### config.mk
export PLATFORM = sky130hd
export DESIGN_NAME = tcr_regs
export DESIGN_NICKNAME = d
export VERILOG_FILES = /design/src/logic/tcr_pkg.sv /design/src/logic/tcr_clk_if.sv /design/src/logic/tcr_time_counter.sv /design/src/logic/tcr_regs.sv
export VERILOG_INCLUDE_DIRS = /design/src /design/src/logic
export SDC_FILE = /design/constraint.sdc
export NUM_CORES = 1
export LEC_CHECK = 0
export ABC_AREA = 1
export ABC_CLOCK_PERIOD_IN_PS = 2830
export BUFFER_PORTS_ARGS = -buffer_cell sky130_fd_sc_hd__buf_2
export CAP_MARGIN = 30
export CELL_PAD_IN_SITES_DETAIL_PLACEMENT = 2
export CELL_PAD_IN_SITES_GLOBAL_PLACEMENT = 2
export CORE_AREA = 2 2 273 275
export DETAILED_ROUTE_END_ITERATION = 6
export DIE_AREA = 0 0 275 277
export HOLD_SLACK_MARGIN = 0.05
export PLACE_DENSITY = 0.76
export RECOVER_POWER = 50
export SYNTH_ARGS = -nofsm -noshare
export SYNTH_HDL_FRONTEND = slang
export SYNTH_SLANG_ARGS = --single-unit
### constraint.sdc
create_clock -name CLK_I -period 2.83 [get_ports CLK_I]
set_input_delay 0.7075 -clock CLK_I [delete_from_list [all_inputs] [get_ports CLK_I]]
set_output_delay 0.7075 -clock CLK_I [all_outputs]
set_load 0.02 [all_outputs]
### src/logic/tcr_params.svh
// constants of the time clock control register bank
// assumes a 50 MHz core clock and 16-bit management registers
`ifndef TCR_PARAMS_SVH
`define TCR_PARAMS_SVH

// register page and offsets
`define TCR_PAGE_TIME      3'h4
`define TCR_OFS_CONTROL    5'h14
`define TCR_OFS_DATA_PORT  5'h15
`define TCR_OFS_STATUS     5'h16

// control register fields
`define TCR_CTL_SAMPLE     5
`define TCR_CTL_LOAD       4
`define TCR_CTL_STEP       3
`define TCR_CTL_RUN_ON     2
`define TCR_CTL_RUN_OFF    1
`define TCR_CTL_LOGIC_RST  0

// status register fields
`define TCR_STS_TX_PEND    11
`define TCR_STS_RX_PEND    10
`define TCR_STS_TRIGGER_FIRED_FLAG  9
`define TCR_STS_EVT_PEND   8
`define TCR_STS_IE_MSB     3
`define TCR_STS_IE_LSB     0

// reset values
`define TCR_RST_IRQ_EN     4'h0
`define TCR_RST_WORD       16'h0000

// time keeping
`define TCR_CLK_PERIOD_NS  20
`define TCR_NS_PER_TICK    (1000 / (1000 / `TCR_CLK_PERIOD_NS))
`define TCR_NS_PER_SEC     32'h3b9aca00
`define TCR_TIME_WORDS     4

`endif

### src/logic/tcr_pkg.sv
// types shared by the time clock control register bank
// assumes tcr_params.svh is on the include path
package tcr_pkg;
  typedef logic [15:0] tcr_word_t;
  typedef logic [1:0]  tcr_word_idx_t;
  typedef logic [2:0]  tcr_fill_t;

  typedef struct packed {
    logic [31:0] sec;
    logic [31:0] ns;
  } tcr_time_s;

  // what a data port read returns
  typedef enum {
    TCR_PORT_IDLE,
    TCR_PORT_SAMPLED
  } tcr_port_mode_e;
endpackage : tcr_pkg

### src/logic/tcr_clk_if.sv
// command and time signals between register bank and time counter
// assumes both ends share one clock
`timescale 1ns/100ps
`default_nettype none
interface tcr_clk_if;
  import tcr_pkg::*;
  logic      load;
  logic      step;
  logic      run;
  logic      hold_rst;
  tcr_time_s staged;
  tcr_time_s now;

  modport ctl (output load, output step, output run, output hold_rst,
               output staged, input now);
  modport cnt (input load, input step, input run, input hold_rst,
               input staged, output now);
endinterface : tcr_clk_if
`default_nettype wire

### src/logic/tcr_time_counter.sv
// running seconds and nanoseconds counter of the time clock
// assumes commands are one-cycle pulses from the register bank
`timescale 1ns/100ps
`default_nettype none
`include "tcr_params.svh"
module tcr_time_counter (
  input  wire logic clk_i,
  input  wire logic rst_b_i,
  tcr_clk_if.cnt    clk_if
);
  import tcr_pkg::*;

  localparam logic [31:0] NS_TICK = 32'(`TCR_NS_PER_TICK);

  // adds nanosecond and second amounts and carries at most one second
  function automatic tcr_time_s add_ns(input tcr_time_s t,
                                       input logic [31:0] dns,
                                       input logic [31:0] dsec);
    logic [32:0] sum;
    tcr_time_s   r;
    sum   = {1'b0, t.ns} + {1'b0, dns};
    r.sec = t.sec + dsec;
    if (sum >= {1'b0, `TCR_NS_PER_SEC}) begin
      sum   = sum - {1'b0, `TCR_NS_PER_SEC};
      r.sec = r.sec + 32'h00000001;
    end
    r.ns = sum[31:0];
    return r;
  endfunction : add_ns

  tcr_time_s now_ff;
  tcr_time_s nxt_now;

  always_comb begin
    nxt_now = now_ff;
    if (clk_if.load) begin
      nxt_now = clk_if.staged;
    end else if (clk_if.step) begin
      nxt_now = add_ns(now_ff, clk_if.staged.ns, clk_if.staged.sec);
    end else if (clk_if.run) begin
      nxt_now = add_ns(now_ff, NS_TICK, 32'h00000000);
    end
  end

  always_ff @(posedge clk_i) begin
    if (!rst_b_i || clk_if.hold_rst) begin
      now_ff <= '0;
    end else begin
      now_ff <= nxt_now;
    end
  end

  assign clk_if.now = now_ff;
endmodule : tcr_time_counter
`default_nettype wire

### src/logic/tcr_regs.sv
// Functional notes
// load command copies staged data port words into the time clock
// step command adds staged data port words to the time clock
// load, step and disable bits self-clear and read as zero
// writing one to enable starts the clock; read shows enabled state
// writing one to disable stops the clock; zero does nothing
// clock reset bit resets clock, logic and these registers
// clock reset bit is held until host writes it to zero
// data port reads give successive 16-bit time words
// reads past the last available word return zero
// data port writes store successive 16-bit time words
// transmit stamp flag follows pending transmit stamps
// receive stamp flag follows pending receive stamps
// trigger done set on notified trigger, cleared by status read
// event stamp flag follows pending event stamps
// four status low bits enable each interrupt source
// reserved status bits ignore writes and read zero
// sample command captures running time for data port reads
// host selects page four before touching these registers
// each new command restarts the data port word sequence
// interrupt output is any flag anded with its enable
//
// control, data port and status registers of the time clock
// assumes the management front end gives one-cycle read and write
// strobes with a register address and the current page select
`timescale 1ns/100ps
`default_nettype none
`include "tcr_params.svh"
module tcr_regs (
  input  wire logic              CLK_I,
  input  wire logic              RST_B_I,
  input  wire logic [2:0]        PAGE_SEL_I,
  input  wire logic [4:0]        REG_ADDR_I,
  input  wire logic              REG_WR_I,
  input  wire logic              REG_RD_I,
  input  wire tcr_pkg::tcr_word_t REG_WDATA_I,
  output var  tcr_pkg::tcr_word_t REG_RDATA_O,
  input  wire logic              TX_STAMP_PEND_I,
  input  wire logic              RX_STAMP_PEND_I,
  input  wire logic              EVT_STAMP_PEND_I,
  input  wire logic              TRIG_FIRE_I,
  input  wire logic              TRIG_NOTIFY_I,
  output logic                   IRQ_O,
  output logic                   CLOCK_RUNNING_O,
  output logic                   CLOCK_LOGIC_RESET_O,
  output logic [31:0]            TIME_SEC_O,
  output logic [31:0]            TIME_NS_O
);
  import tcr_pkg::*;

  // ==========================================================
  // access decode
  // ==========================================================
  logic page_ok;
  logic wr_ctl;
  logic wr_data;
  logic wr_sts;
  logic rd_data;
  logic rd_sts;

  // the device answers only on its own page
  assign page_ok = (PAGE_SEL_I == `TCR_PAGE_TIME);

  always_comb begin
    wr_ctl  = 1'b0;
    wr_data = 1'b0;
    wr_sts  = 1'b0;
    rd_data = 1'b0;
    rd_sts  = 1'b0;
    if (page_ok && REG_ADDR_I == `TCR_OFS_CONTROL) begin
      wr_ctl = REG_WR_I;
    end else if (page_ok && REG_ADDR_I == `TCR_OFS_DATA_PORT) begin
      wr_data = REG_WR_I;
      rd_data = REG_RD_I;
    end else if (page_ok && REG_ADDR_I == `TCR_OFS_STATUS) begin
      wr_sts = REG_WR_I;
      rd_sts = REG_RD_I;
    end
  end

  // ==========================================================
  // control register
  // ==========================================================
  logic logic_rst_ff;
  logic run_ff;
  logic load_ff;
  logic step_ff;
  logic cmd_sample;
  logic cmd_load;
  logic cmd_step;
  logic cmd_any;

  // commands are ignored while the clock logic is held in reset
  assign cmd_sample = wr_ctl && !logic_rst_ff
                      && REG_WDATA_I[`TCR_CTL_SAMPLE];
  assign cmd_load   = wr_ctl && !logic_rst_ff
                      && REG_WDATA_I[`TCR_CTL_LOAD];
  assign cmd_step   = wr_ctl && !logic_rst_ff
                      && REG_WDATA_I[`TCR_CTL_STEP];
  assign cmd_any    = cmd_sample || cmd_load || cmd_step;

  always_ff @(posedge CLK_I) begin
    if (!RST_B_I) begin
      logic_rst_ff <= 1'b0;
    end else if (wr_ctl) begin
      // level bit, never cleared by hardware
      logic_rst_ff <= REG_WDATA_I[`TCR_CTL_LOGIC_RST];
    end
  end

  always_ff @(posedge CLK_I) begin
    if (!RST_B_I || logic_rst_ff) begin
      run_ff <= 1'b0;
    end else if (wr_ctl && REG_WDATA_I[`TCR_CTL_RUN_OFF]) begin
      // stop wins when both bits are written as one
      run_ff <= 1'b0;
    end else if (wr_ctl && REG_WDATA_I[`TCR_CTL_RUN_ON]) begin
      run_ff <= 1'b1;
    end
  end

  // one-cycle command pulses toward the counter
  always_ff @(posedge CLK_I) begin
    if (!RST_B_I) begin
      load_ff <= 1'b0;
      step_ff <= 1'b0;
    end else begin
      load_ff <= cmd_load;
      step_ff <= cmd_step;
    end
  end

  // ==========================================================
  // data port: staged writes and sampled reads
  // ==========================================================
  tcr_time_s      staged_ff;
  tcr_time_s      sample_ff;
  tcr_fill_t      wr_idx_ff;
  tcr_fill_t      rd_idx_ff;
  tcr_port_mode_e mode_ff;
  tcr_clk_if      clk_if ();

  // word order: ns low, ns high, sec low, sec high
  function automatic tcr_word_t pick_word(input tcr_time_s t,
                                          input tcr_fill_t idx);
    tcr_word_t w;
    w = `TCR_RST_WORD;
    case (idx)
      3'h0: w = t.ns[15:0];
      3'h1: w = t.ns[31:16];
      3'h2: w = t.sec[15:0];
      3'h3: w = t.sec[31:16];
      default: w = `TCR_RST_WORD;
    endcase
    return w;
  endfunction : pick_word

  always_ff @(posedge CLK_I) begin
    if (!RST_B_I || logic_rst_ff) begin
      staged_ff <= '0;
      wr_idx_ff <= 3'h0;
    end else if (cmd_any) begin
      wr_idx_ff <= 3'h0;
    end else if (wr_data && wr_idx_ff < 3'(`TCR_TIME_WORDS)) begin
      case (wr_idx_ff)
        3'h0: staged_ff.ns[15:0]   <= REG_WDATA_I;
        3'h1: staged_ff.ns[31:16]  <= REG_WDATA_I;
        3'h2: staged_ff.sec[15:0]  <= REG_WDATA_I;
        default: staged_ff.sec[31:16] <= REG_WDATA_I;
      endcase
      wr_idx_ff <= wr_idx_ff + 3'h1;
    end
  end

  always_ff @(posedge CLK_I) begin
    if (!RST_B_I || logic_rst_ff) begin
      sample_ff <= '0;
      rd_idx_ff <= 3'h0;
      mode_ff   <= TCR_PORT_IDLE;
    end else if (cmd_sample) begin
      sample_ff <= clk_if.now;
      rd_idx_ff <= 3'h0;
      mode_ff   <= TCR_PORT_SAMPLED;
    end else if (cmd_any) begin
      rd_idx_ff <= 3'h0;
      mode_ff   <= TCR_PORT_IDLE;
    end else if (rd_data && rd_idx_ff < 3'(`TCR_TIME_WORDS)) begin
      rd_idx_ff <= rd_idx_ff + 3'h1;
    end
  end

  assign clk_if.load     = load_ff;
  assign clk_if.step     = step_ff;
  assign clk_if.run      = run_ff;
  assign clk_if.hold_rst = logic_rst_ff;
  assign clk_if.staged   = staged_ff;

  tcr_time_counter u_counter (
    .clk_i   (CLK_I),
    .rst_b_i (RST_B_I),
    .clk_if  (clk_if)
  );

  // ==========================================================
  // status flags and interrupt enables
  // ==========================================================
  logic       tx_pend_ff;
  logic       rx_pend_ff;
  logic       evt_pend_ff;
  logic       trigger_fired_flag_ff;
  logic [3:0] irq_en_ff;

  // pending flags mirror the stamp queues, which drain on stamp reads
  always_ff @(posedge CLK_I) begin
    if (!RST_B_I || logic_rst_ff) begin
      tx_pend_ff  <= 1'b0;
      rx_pend_ff  <= 1'b0;
      evt_pend_ff <= 1'b0;
    end else begin
      tx_pend_ff  <= TX_STAMP_PEND_I;
      rx_pend_ff  <= RX_STAMP_PEND_I;
      evt_pend_ff <= EVT_STAMP_PEND_I;
    end
  end

  // a firing in the same cycle as a status read is kept
  always_ff @(posedge CLK_I) begin
    if (!RST_B_I || logic_rst_ff) begin
      trigger_fired_flag_ff <= 1'b0;
    end else if (TRIG_FIRE_I && TRIG_NOTIFY_I) begin
      trigger_fired_flag_ff <= 1'b1;
    end else if (rd_sts) begin
      trigger_fired_flag_ff <= 1'b0;
    end
  end

  always_ff @(posedge CLK_I) begin
    if (!RST_B_I || logic_rst_ff) begin
      irq_en_ff <= `TCR_RST_IRQ_EN;
    end else if (wr_sts) begin
      // upper bits of the write are dropped
      irq_en_ff <= REG_WDATA_I[`TCR_STS_IE_MSB:`TCR_STS_IE_LSB];
    end
  end

  always_ff @(posedge CLK_I) begin
    if (!RST_B_I) begin
      IRQ_O <= 1'b0;
    end else begin
      IRQ_O <= (tx_pend_ff   && irq_en_ff[3])
            || (rx_pend_ff   && irq_en_ff[2])
            || (trigger_fired_flag_ff && irq_en_ff[1])
            || (evt_pend_ff  && irq_en_ff[0]);
    end
  end

  // ==========================================================
  // read data and mirrored state
  // ==========================================================
  tcr_word_t nxt_rdata;

  always_comb begin
    nxt_rdata = `TCR_RST_WORD;
    if (page_ok && REG_ADDR_I == `TCR_OFS_CONTROL) begin
      // command bits always read zero
      nxt_rdata[`TCR_CTL_RUN_ON]    = run_ff;
      nxt_rdata[`TCR_CTL_LOGIC_RST] = logic_rst_ff;
    end else if (page_ok && REG_ADDR_I == `TCR_OFS_DATA_PORT) begin
      if (mode_ff == TCR_PORT_SAMPLED) begin
        nxt_rdata = pick_word(sample_ff, rd_idx_ff);
      end
    end else if (page_ok && REG_ADDR_I == `TCR_OFS_STATUS) begin
      nxt_rdata[`TCR_STS_TX_PEND]   = tx_pend_ff;
      nxt_rdata[`TCR_STS_RX_PEND]   = rx_pend_ff;
      nxt_rdata[`TCR_STS_TRIGGER_FIRED_FLAG] = trigger_fired_flag_ff;
      nxt_rdata[`TCR_STS_EVT_PEND]  = evt_pend_ff;
      nxt_rdata[`TCR_STS_IE_MSB:`TCR_STS_IE_LSB] = irq_en_ff;
    end
  end

  always_ff @(posedge CLK_I) begin
    if (!RST_B_I) begin
      REG_RDATA_O <= `TCR_RST_WORD;
    end else if (REG_RD_I) begin
      REG_RDATA_O <= nxt_rdata;
    end
  end

  always_ff @(posedge CLK_I) begin
    if (!RST_B_I) begin
      CLOCK_RUNNING_O     <= 1'b0;
      CLOCK_LOGIC_RESET_O <= 1'b0;
      TIME_SEC_O          <= 32'h00000000;
      TIME_NS_O           <= 32'h00000000;
    end else begin
      CLOCK_RUNNING_O     <= run_ff;
      CLOCK_LOGIC_RESET_O <= logic_rst_ff;
      TIME_SEC_O          <= clk_if.now.sec;
      TIME_NS_O           <= clk_if.now.ns;
    end
  end
endmodule : tcr_regs
`default_nettype wire

==> summary.md, run 1 <==
| Metric | Value |
|---|---|
| GP Congestion | 0.9558 |
| Status | did not finish |
| GR repair worst EP | u_counter.clk_if.now[22]$_SDFFE_PP0P_/D |
| Top post-synthesis cells by area | dfxtp_1, nand2_1, inv_1, a21oi_1, nand3_1 |
| Clock tree sinks | 294 |
| Placed cell areas | 28,300 um^2 |
| Share of the synthesized area in the top cell type | 26.93% |
| Syn Inst Count | 3,707 |
| Die height | 277 um |
| Failing step | global routing (5_1_grt) |
| Mapped Area | 21,850 um^2 |
| Worst endpoint type | register input |
| Clock Tree Root | clkbuf_16 |
| Total number of H-tree levels | 2 |
| CTS Buf Count | 35 |
| CTS max path bufs | 3 |
| Post-synth cell types | 54 |
| #FFs+latches synth | 294 |
| # IOs | 116 |
| Yosys warnings | 0 |
| Post-synth top flop | dfxtp_1 |
| Die W | 275 um |
| Leading area contributor after synthesis | dfxtp_1 |
| Initial Utilization | 29.70% |
| Post-synth EDFFs | 0 |
| GRT Resource Usage Total | 68.11% |
| Post-synthesis sequential area ratio | 26.93% |
| Port Buffers | 115 |
| CTS Hold Buffers Added | 0 |
| Asr flop ratio synth | 0% |
| Row count | 100 |
| Final HPWL DP | 103,400 um |
| Largest net degree at the start of global routing | 97 |
| Run Error | [ERROR GRT-0232] Routing congestion too high. Check the congestion heatmap in the GUI. |
| Total gr overflow | 307 |
| Pre-CTS setup slack | -1.024 ns |
| Syn_nets | 3,820 |
| Mean post-synth cell area | 5.895 um^2 |
## cells by family after synthesis
group | after synthesis | share of synthesized area [%]
flip-flops | 294 | 26.93
XOR/XNOR | 57 | 2.353
AND/OR/NAND/NOR | 1976 | 38.34
buffers and inverters | 716 | 12.76
adder cells (fa/ha/maj) | 80 | 4.649
AO/OA/AOI/OAI | 584 | 14.97
## metal layers
metal	GRT usage, %	GRT overflow
met5	28.43	2
met4	68.48	140
met3	49.67	5
met2	85.63	158
met1	68.09	2
## cell usage after synthesis, drive strengths merged (10+ instances only)
cell type	number
inv	586
nor3	34
nand4	109
o22ai	24
dfxtp	294
a221oi	11
and2	10
nand3b	17
o21ai	180
a211oi	65
clkbuf	86
buf	38
xor2	41
o21bai	13
ha	78
nand3	268
nor2	356
a21oi	268
xnor2	16
nand2	1171
## timing repair
action	4_1_cts
gates cloned	5
pin swaps	101
endpoints found under the setup margin	55
buffers inserted	38
gates resized for setup	410
## metrics by stage
step | setup TNS, ns | instances
after CTS | -39.11 | 5434
after floorplan | 0 | 3707
after global placement | -35.88 | 5333
after detailed placement | -49.78 | 5333
==> run 2: changes to the inputs <==
ABC_CLOCK_PERIOD_IN_PS = 3680   (was 2830)
CELL_PAD_IN_SITES_DETAIL_PLACEMENT = not set   (was 2)
CELL_PAD_IN_SITES_GLOBAL_PLACEMENT = not set   (was 2)
CORE_AREA = 2 2 261 263   (was 2 2 273 275)
DIE_AREA = 0 0 263 265   (was 0 0 275 277)
HOLD_SLACK_MARGIN = not set   (was 0.05)
PLACE_DENSITY = not set   (was 0.76)
PLACE_DENSITY_LB_ADDON = 0.15   (was not set)
clock period = 3.68 ns   (was 2.83 ns; I/O delays follow)
==> run 2 against run 1 <==
  * The flow now finishes, with violations (max-capacitance violations, max-slew violations)
  * Synthesized cell count is the same
  * Synthesized area is the same
==> summary.md, run 2 <==
| Metric | Value |
|---|---|
| Period utilisation layout | 95.80% |
| Row count | 95 (was 100) |
| Layout area overhead | 16.88% |
| Skew final | 0.01945 ns |
| Die height | 265 um (was 277 um) |
| Pre-CTS setup slack | -0.1430 ns (was -1.024 ns) |
| Final Critical Period | 3.525 ns |
| Critical Path RT | 4.12 ns |
| Power per cell area | 264.9 nW/um^2 |
| Vias | 24,610 |
| Number of remaining DRC errors | 0 |
| Clock Power Share | 50.1% |
| Port Buffers | 115 (unchanged) |
| Failing checks | max-capacitance violations, max-slew violations |
| Most frequent cells in the layout | nand2_1, inv_1, nor2_1, dfxtp_1, a21oi_1 |
| DRT Pass-1 Iters | 5 |
| Initial drt markers | 2,085 |
| Share of cells above drive strength 1 | 9.959% |
| Clock tree sinks | 294 (unchanged) |
| Share of the synthesized area in the top cell type | 26.93% (unchanged) |
| Post-synth cell types | 54 (unchanged) |
| Final wirelength | 95,030 um |
| Leading area contributor after synthesis | dfxtp_1 (unchanged) |
| Yosys warnings | 0 (unchanged) |
| Psw | 1.596 mW |
| Overall power | 6.767 mW |
| Final net count | 4,019 |
| CTS max path bufs | 3 (unchanged) |
| Mean post-synth cell area | 5.895 um^2 (unchanged) |
| Later-pin clock latency in the skew report | 0.54 ns |
| # IOs | 116 (unchanged) |
| First-pass GRT wire length | 139,700 um |
| CP max-delay cell | dfxtp_1 |
| Crit start category | flip-flop |
| Total gr overflow | 0 |
| Cell with the most instances on the worst path | nand2_1 |
| Syn_nets | 3,820 (unchanged) |
| Most common cell in the netlist | nand2_1 (unchanged) |
| Clock Tree Root | clkbuf_16 (unchanged) |
| Asr flop ratio synth | 0% (unchanged) |
| CP Cell Sequence | ha_2, a21oi_1, nor2_1, nor2_1, nand2_1, a21oi_1, nand3_1, nand2_1, nand2_1, inv_1, nand2_1, nor2_4, nand2_4, buf_12, clkbuf_16, nand4_1, nand2_1, o21bai_1, nand3_1, nand2_1, inv_1 |
| Final HPWL DP | 74,360 um (was 103,400 um) |
| Max-capacitance violation count | 1 |
| Die Area | 69,700 um^2 |
| Slew at the pin with the worst max-slew slack | 1.622 ns |
| Core Box Area | 66,800 um^2 |
| RSZ-0062 raised after global routing | yes |
| Final Hold Viols | 0 |
| CTS Buf Count | 34 (was 35) |
| Initial antenna violation count | 4 |
| Setup CP Type | reg2reg |
| CP arrival | 3.96 ns |
| Crit end category | flip-flop |
| Design area | 25,540 um^2 |
| Worst rel slew slack | -8.133% |
| Final setup TNS | 0 ns |
| Highest clock rate | 283.7 MHz |
| Clk pin slew, worst setup/hold paths | 0.06 ns |
| Post-synthesis sequential area ratio | 26.93% (unchanged) |
| Die W | 263 um (was 275 um) |
| Status | complete, but fails checks (was did not finish) |
| Final antenna-violating net count | 0 |
| Int Power | 5.170 mW |
| Leakage | 11.96 nW |
| WL/cell | 19.80 um |
| CTS Hold Buffers Added | 0 (unchanged) |
| Slew Limit Fails | 68 |
| Top post-synthesis cells by area | dfxtp_1, nand2_1, inv_1, a21oi_1, nand3_1 (unchanged) |
| #FFs+latches synth | 294 (unchanged) |
| Number of global-route vias before repair | 22,540 |
| HP Class | reg2reg |
| Crit-path max FO | 20 |
| Sw Ratio | 23.59% |
| Post-synth top flop | dfxtp_1 (unchanged) |
| Initial Utilization | 32.71% (was 29.70%) |
| Mapped Area | 21,850 um^2 (unchanged) |
| Detail-routed via count per cell | 5.127 |
| Largest net degree at the start of global routing | 79 |
| Logic pwr share | 2.7% |
| Post-synth EDFFs | 0 (unchanged) |
| GRT Resource Usage Total | 26.08% |
| Total number of H-tree levels | 2 (unchanged) |
| Reg power frac | 47.1% |
| CP peak stage delay | 0.49 ns |
| Syn Inst Count | 3,707 (unchanged) |
| Max IR drop VDD | 0.2993 mV |
| CTS tree | yes |
| GP Congestion | 0.9794 (was 0.9558) |
| Fin worst setup slack | 0.1547 ns |
| Placed cell areas | 24,300 um^2 (was 28,300 um^2) |
| Most frequent cells after synthesis | nand2_1, inv_1, nor2_1 (unchanged) |
| Commonest non-fill, non-tap cell in the layout | nand2_1 |
| # setup viols final | 0 |
run 2: through the flow:
step / util, % / hold slack [ns] / instances
finish: 38.24 / 0.4550 / 4800
global route: 38.24 / 0.4717 / 4800
CTS: 38.00 / 0.4528 / 4791
detailed placement: 36.38 / 0.4434 / 4735
global placement: 36.38 / 0.4399 / 4735
floorplan: - / 0.4205 / 3707
run 2: final cells by class:
class / count / area, um^2
fill: 7639 / 41260
multi-input combinational: 2697 / 13390
sequential: 294 / 5892
inverter: 592 / 2228
timing repair buffer: 287 / 1873
tap: 873 / 1092
clock buffer: 46 / 945.9
clock inverter: 10 / 121.4
antenna: 1 / 2.502
run 2: kinds of logic after synthesis:
group / synth area share, %
buffers and inverters: 12.76
DFF: 26.93
and+or+nand+nor: 38.34
AOI/OAI and AO/OA: 14.97
xor gates and xnor gates: 2.353
adders and majority gates: 4.649
run 2: what timing repair did:
action,4_1_cts,5_1_grt
pin swaps,1,10
cloned,0,1
gates resized for setup,4,77
endpoints found under the setup margin,39,55
buffers inserted,0,7
run 2: path summary, 6_finish.rpt:
kind	startpoint	endpoint	slack (ns)	cells after the start
setup / recovery	clk_if.staged[23]$_SDFFE_PP0P_	u_counter.clk_if.now[60]$_SDFFE_PP0P_	0.15	21
hold / removal	sample_ff[43]$_SDFFE_PP0P_	sample_ff[43]$_SDFFE_PP0P_	0.46	2
setup reg to reg	clk_if.staged[23]$_SDFFE_PP0P_	u_counter.clk_if.now[60]$_SDFFE_PP0P_	0.15	21
hold reg to reg	sample_ff[43]$_SDFFE_PP0P_	sample_ff[43]$_SDFFE_PP0P_	0.46	2
run 2: metal layers:
| metal | share of wire, % | vias up | global-route usage [%] |
|---|---|---|---|
| li1 | - | 12290 | - |
| met1 | 45 | 11350 | 34.67 |
| met2 | 46 | 802 | 43.77 |
| met3 | 5.1 | 165 | 2.174 |
| met4 | 4.2 | 0 | 10.24 |
| met5 | 0 | - | 0 |
run 2: power groups by stage:
stage | Sequential, mW | Combinational, mW | Clock [mW]
after floorplan | 3.26 | 0.0838 | 0
after global placement | 3.26 | 0.185 | 0
after detailed placement | 3.26 | 0.184 | 0
after CTS | 3.19 | 0.185 | 3.44
after global routing | 3.19 | 0.195 | 3.59
final | 3.19 | 0.185 | 3.39
run 2: critical path: cells and delay by family (launching register included):
family                     cells  cell delay, ns
DFF                            1            0.49
adders and majority gates      1            0.38
and+or+nand+nor               13            1.49
buffers and inverters          4            0.45
AOI/OAI and AO/OA              3            0.61
(Power assumes the default switching activity.)
==> run 3: changes to the inputs <==
SETUP_SLACK_MARGIN = 0.2   (was not set)
==> run 3 against run 2 <==
  * The flow still finishes with violations (max-capacitance violations, max-slew violations)
  * Non-clock buffer count is 17 higher
  * Global-route usage rose by 0.066 points
  * Sequential cell count stayed put
  * Critical path depth up 3
  * Clock power barely moved
  * Die area unchanged
  * Combinational power barely moved
  * Setup slack better by 0.11 ns
==> summary.md, run 3 (synthesized netlist as in run 2, its figures left out) <==
| Metric | Value |
|---|---|
| Final wirelength | 95,310 um (was 95,030 um) |
| Crit-path max FO | 9 (was 20) |
| Initial drt markers | 2,172 (was 2,085) |
| Critical path buffer and inverter count | 4 (unchanged) |
| Total gr overflow | 0 (unchanged) |
| Initial antenna violation count | 6 (was 4) |
| Core Box Area | 66,800 um^2 (unchanged) |
| CP peak stage delay | 0.37 ns (was 0.49 ns) |
| Int Power | 5.171 mW (was 5.170 mW) |
| Clock Power Share | 50.2% (was 50.1%) |
| Port Buffers | 115 (unchanged) |
| GRT Resource Usage Total | 26.15% (was 26.08%) |
| Clk pin slew, worst setup/hold paths | 0.06 ns (about the same) |
| Final Hold Viols | 0 (unchanged) |
| Placed cell areas | 24,300 um^2 (unchanged) |
| Vias | 24,730 (was 24,610) |
| CP max-delay cell | fa_2 (was dfxtp_1) |
| Highest clock rate | 293.0 MHz (was 283.7 MHz) |
| Overall power | 6.775 mW (was 6.767 mW) |
| Leakage | 12.08 nW (was 11.96 nW) |
| CTS Buf Count | 34 (unchanged) |
| Inst Count DP | 4,735 (unchanged) |
| R2R setup slack | 0.27 ns (was 0.15 ns) |
| Power per cell area | 257.4 nW/um^2 (was 264.9 nW/um^2) |
| # IOs | 116 (unchanged) |
| Commonest non-fill, non-tap cell in the layout | nand2_1 (unchanged) |
| Final antenna-violating net count | 0 (unchanged) |
| Final Non-Filler Cells | 4,817 (was 4,800) |
| Setup CP Type | reg2reg (unchanged) |
| Fillers | 7,600 (was 7,639) |
| Largest net degree at the start of global routing | 79 (unchanged) |
| Die height | 265 um (unchanged) |
| Most frequent cells in the layout | nand2_1, inv_1, nor2_1, dfxtp_1 (was nand2_1, inv_1, nor2_1, dfxtp_1, a21oi_1) |
| First-pass GRT wire length | 140,100 um (was 139,700 um) |
| Detail-routed via count per cell | 5.134 (was 5.127) |
| Die Area | 69,700 um^2 (unchanged) |
| Later-pin clock latency in the skew report | 0.54 ns (about the same) |
| Failing checks | max-capacitance violations, max-slew violations (unchanged) |
| CTS tree | yes (unchanged) |
| CTS max path bufs | 3 (unchanged) |
| CP arrival | 3.88 ns (was 3.96 ns) |
| Die W | 263 um (unchanged) |
| Initial Utilization | 32.71% (unchanged) |
| Clock Tree Root | clkbuf_16 (unchanged) |
| Layout area overhead | 20.44% (was 16.88%) |
| DRT Pass-1 Iters | 7 (was 5) |
| Row count | 95 (unchanged) |
| Final setup TNS | 0 ns (unchanged) |
| Status | complete, but fails checks (unchanged) |
| Skew final | 0.01781 ns (was 0.01945 ns) |
| Number of remaining DRC errors | 0 (unchanged) |
| Final net count | 4,036 (was 4,019) |
| Pre-CTS setup slack | -0.1430 ns (unchanged) |
| # setup viols final | 0 (unchanged) |
| Slew Limit Fails | 68 (unchanged) |
| WP depth | 24 (was 21) |
| Hold Path Cell Cnt | 2 (unchanged) |
| Reg power frac | 47.1% (about the same) |
| RSZ-0062 raised after global routing | yes (unchanged) |
| Largest delay contributor family on the critical path | simple AND/OR/NAND/NOR gates (unchanged) |
| Critical Path RT | 4.15 ns (was 4.12 ns) |
| Total number of H-tree levels | 2 (unchanged) |
| HP Class | reg2reg (unchanged) |
| Final Critical Period | 3.413 ns (was 3.525 ns) |
| Crit start category | flip-flop (unchanged) |
| Share of cells above drive strength 1 | 13.57% (was 9.959%) |
| Number of global-route vias before repair | 22,580 (was 22,540) |
| Worst rel slew slack | -7.124% (was -8.133%) |
| Max-capacitance violation count | 1 (unchanged) |
| Reg2Reg Depth | 24 (was 21) |
| Design area | 26,320 um^2 (was 25,540 um^2) |
| Slew at the pin with the worst max-slew slack | 1.607 ns (was 1.622 ns) |
| GP Congestion | 0.9794 (unchanged) |
| Logic pwr share | 2.8% (was 2.7%) |
| Clock tree sinks | 294 (unchanged) |
| Fin worst setup slack | 0.2666 ns (was 0.1547 ns) |
| CP Cell Sequence | ha_4, inv_2, fa_2, inv_2, nand2_2, nand2_4, nand3_4, nand2_4, nand2_2, nand2_2, nand3_2, nor3_2, nand4_1, nor2_2, nand4_4, nand3_4, buf_12, buf_12, nand2_2, nand2_2, nand2_2, nand2_1, nand2_1, a21oi_1 (was ha_2, a21oi_1, nor2_1, nor2_1, nand2_1, a21oi_1, nand3_1, nand2_1, nand2_1, inv_1, nand2_1, nor2_4, nand2_4, buf_12, clkbuf_16, nand4_1, nand2_1, o21bai_1, nand3_1, nand2_1, inv_1) |
| Max IR drop VDD | 0.2993 mV (about the same) |
| Period utilisation layout | 92.75% (was 95.80%) |
| Psw | 1.604 mW (was 1.596 mW) |
| Sw Ratio | 23.67% (was 23.59%) |
| Final HPWL DP | 74,360 um (unchanged) |
| Cell with the most instances on the worst path | nand2_2 (was nand2_1) |
| WL/cell | 19.79 um (was 19.80 um) |
| Crit end category | flip-flop (unchanged) |
==> run 3: routing by layer <==
layer  share of wire, %  GRT usage (%)  up-vias
met5              0.027              0        -
met4                4.1          9.637        4
met3                5.1          2.220      178
met2                 46          44.20      776
met1                 44          34.71    11450
li1                   -              -    12320
==> run 3: repair_timing <==
item | 4_1_cts | 5_1_grt
hold buffers | 0 | 0
endpoints found under the setup margin | 55 | 55
buffers inserted | 3 | 20
pin swaps | 7 | 45
gates cloned | 1 | 1
endpoints found under the hold margin | 0 | 0
resized for setup | 33 | 210
==> run 3: worst paths after layout <==
path                                                 to                          start
setup / recovery  u_counter.clk_if.now[52]$_SDFFE_PP0P_  clk_if.staged[0]$_SDFFE_PP0P_
hold / removal               sample_ff[43]$_SDFFE_PP0P_     sample_ff[43]$_SDFFE_PP0P_
setup reg to reg  u_counter.clk_if.now[52]$_SDFFE_PP0P_  clk_if.staged[0]$_SDFFE_PP0P_
hold reg to reg              sample_ff[43]$_SDFFE_PP0P_     sample_ff[43]$_SDFFE_PP0P_
==> run 3: final cells by class <==
type	count	area (um^2)	area share [%]
clock buffers	46	945.9	3.594
diodes	1	2.502	0.009508
multi-input cells	2697	14010	53.21
inverters	592	2231	8.476
repair buffers	304	2017	7.663
well taps	873	1092	4.150
clock inverters	10	121.4	0.4611
flip-flops and latches	294	5904	22.43
==> run 3: power by group through the flow <==
| stage | clock network, mW | registers [mW] | logic [mW] |
|---|---|---|---|
| floorplan | 0 | 3.26 | 0.0838 |
| global placement | 0 | 3.26 | 0.185 |
| detailed placement | 0 | 3.26 | 0.184 |
| CTS | 3.44 | 3.19 | 0.185 |
| global route | 3.58 | 3.19 | 0.197 |
| finish | 3.40 | 3.19 | 0.187 |
==> run 3: through the flow <==
step	utilization [%]	hold WS, ns
floorplan	-	0.4205
global placement	36.38	0.4399
detailed placement	36.38	0.4434
CTS	38.22	0.4528
global route	39.40	0.4723
finish	39.40	0.4541
==> run 3: worst min-delay path, delay by kind of cell (launching register included) <==
kind                   cells  cell delay, ns
AO/OA/AOI/OAI              1            0.06
buffers and inverters      1            0.06
flip-flops                 1            0.29
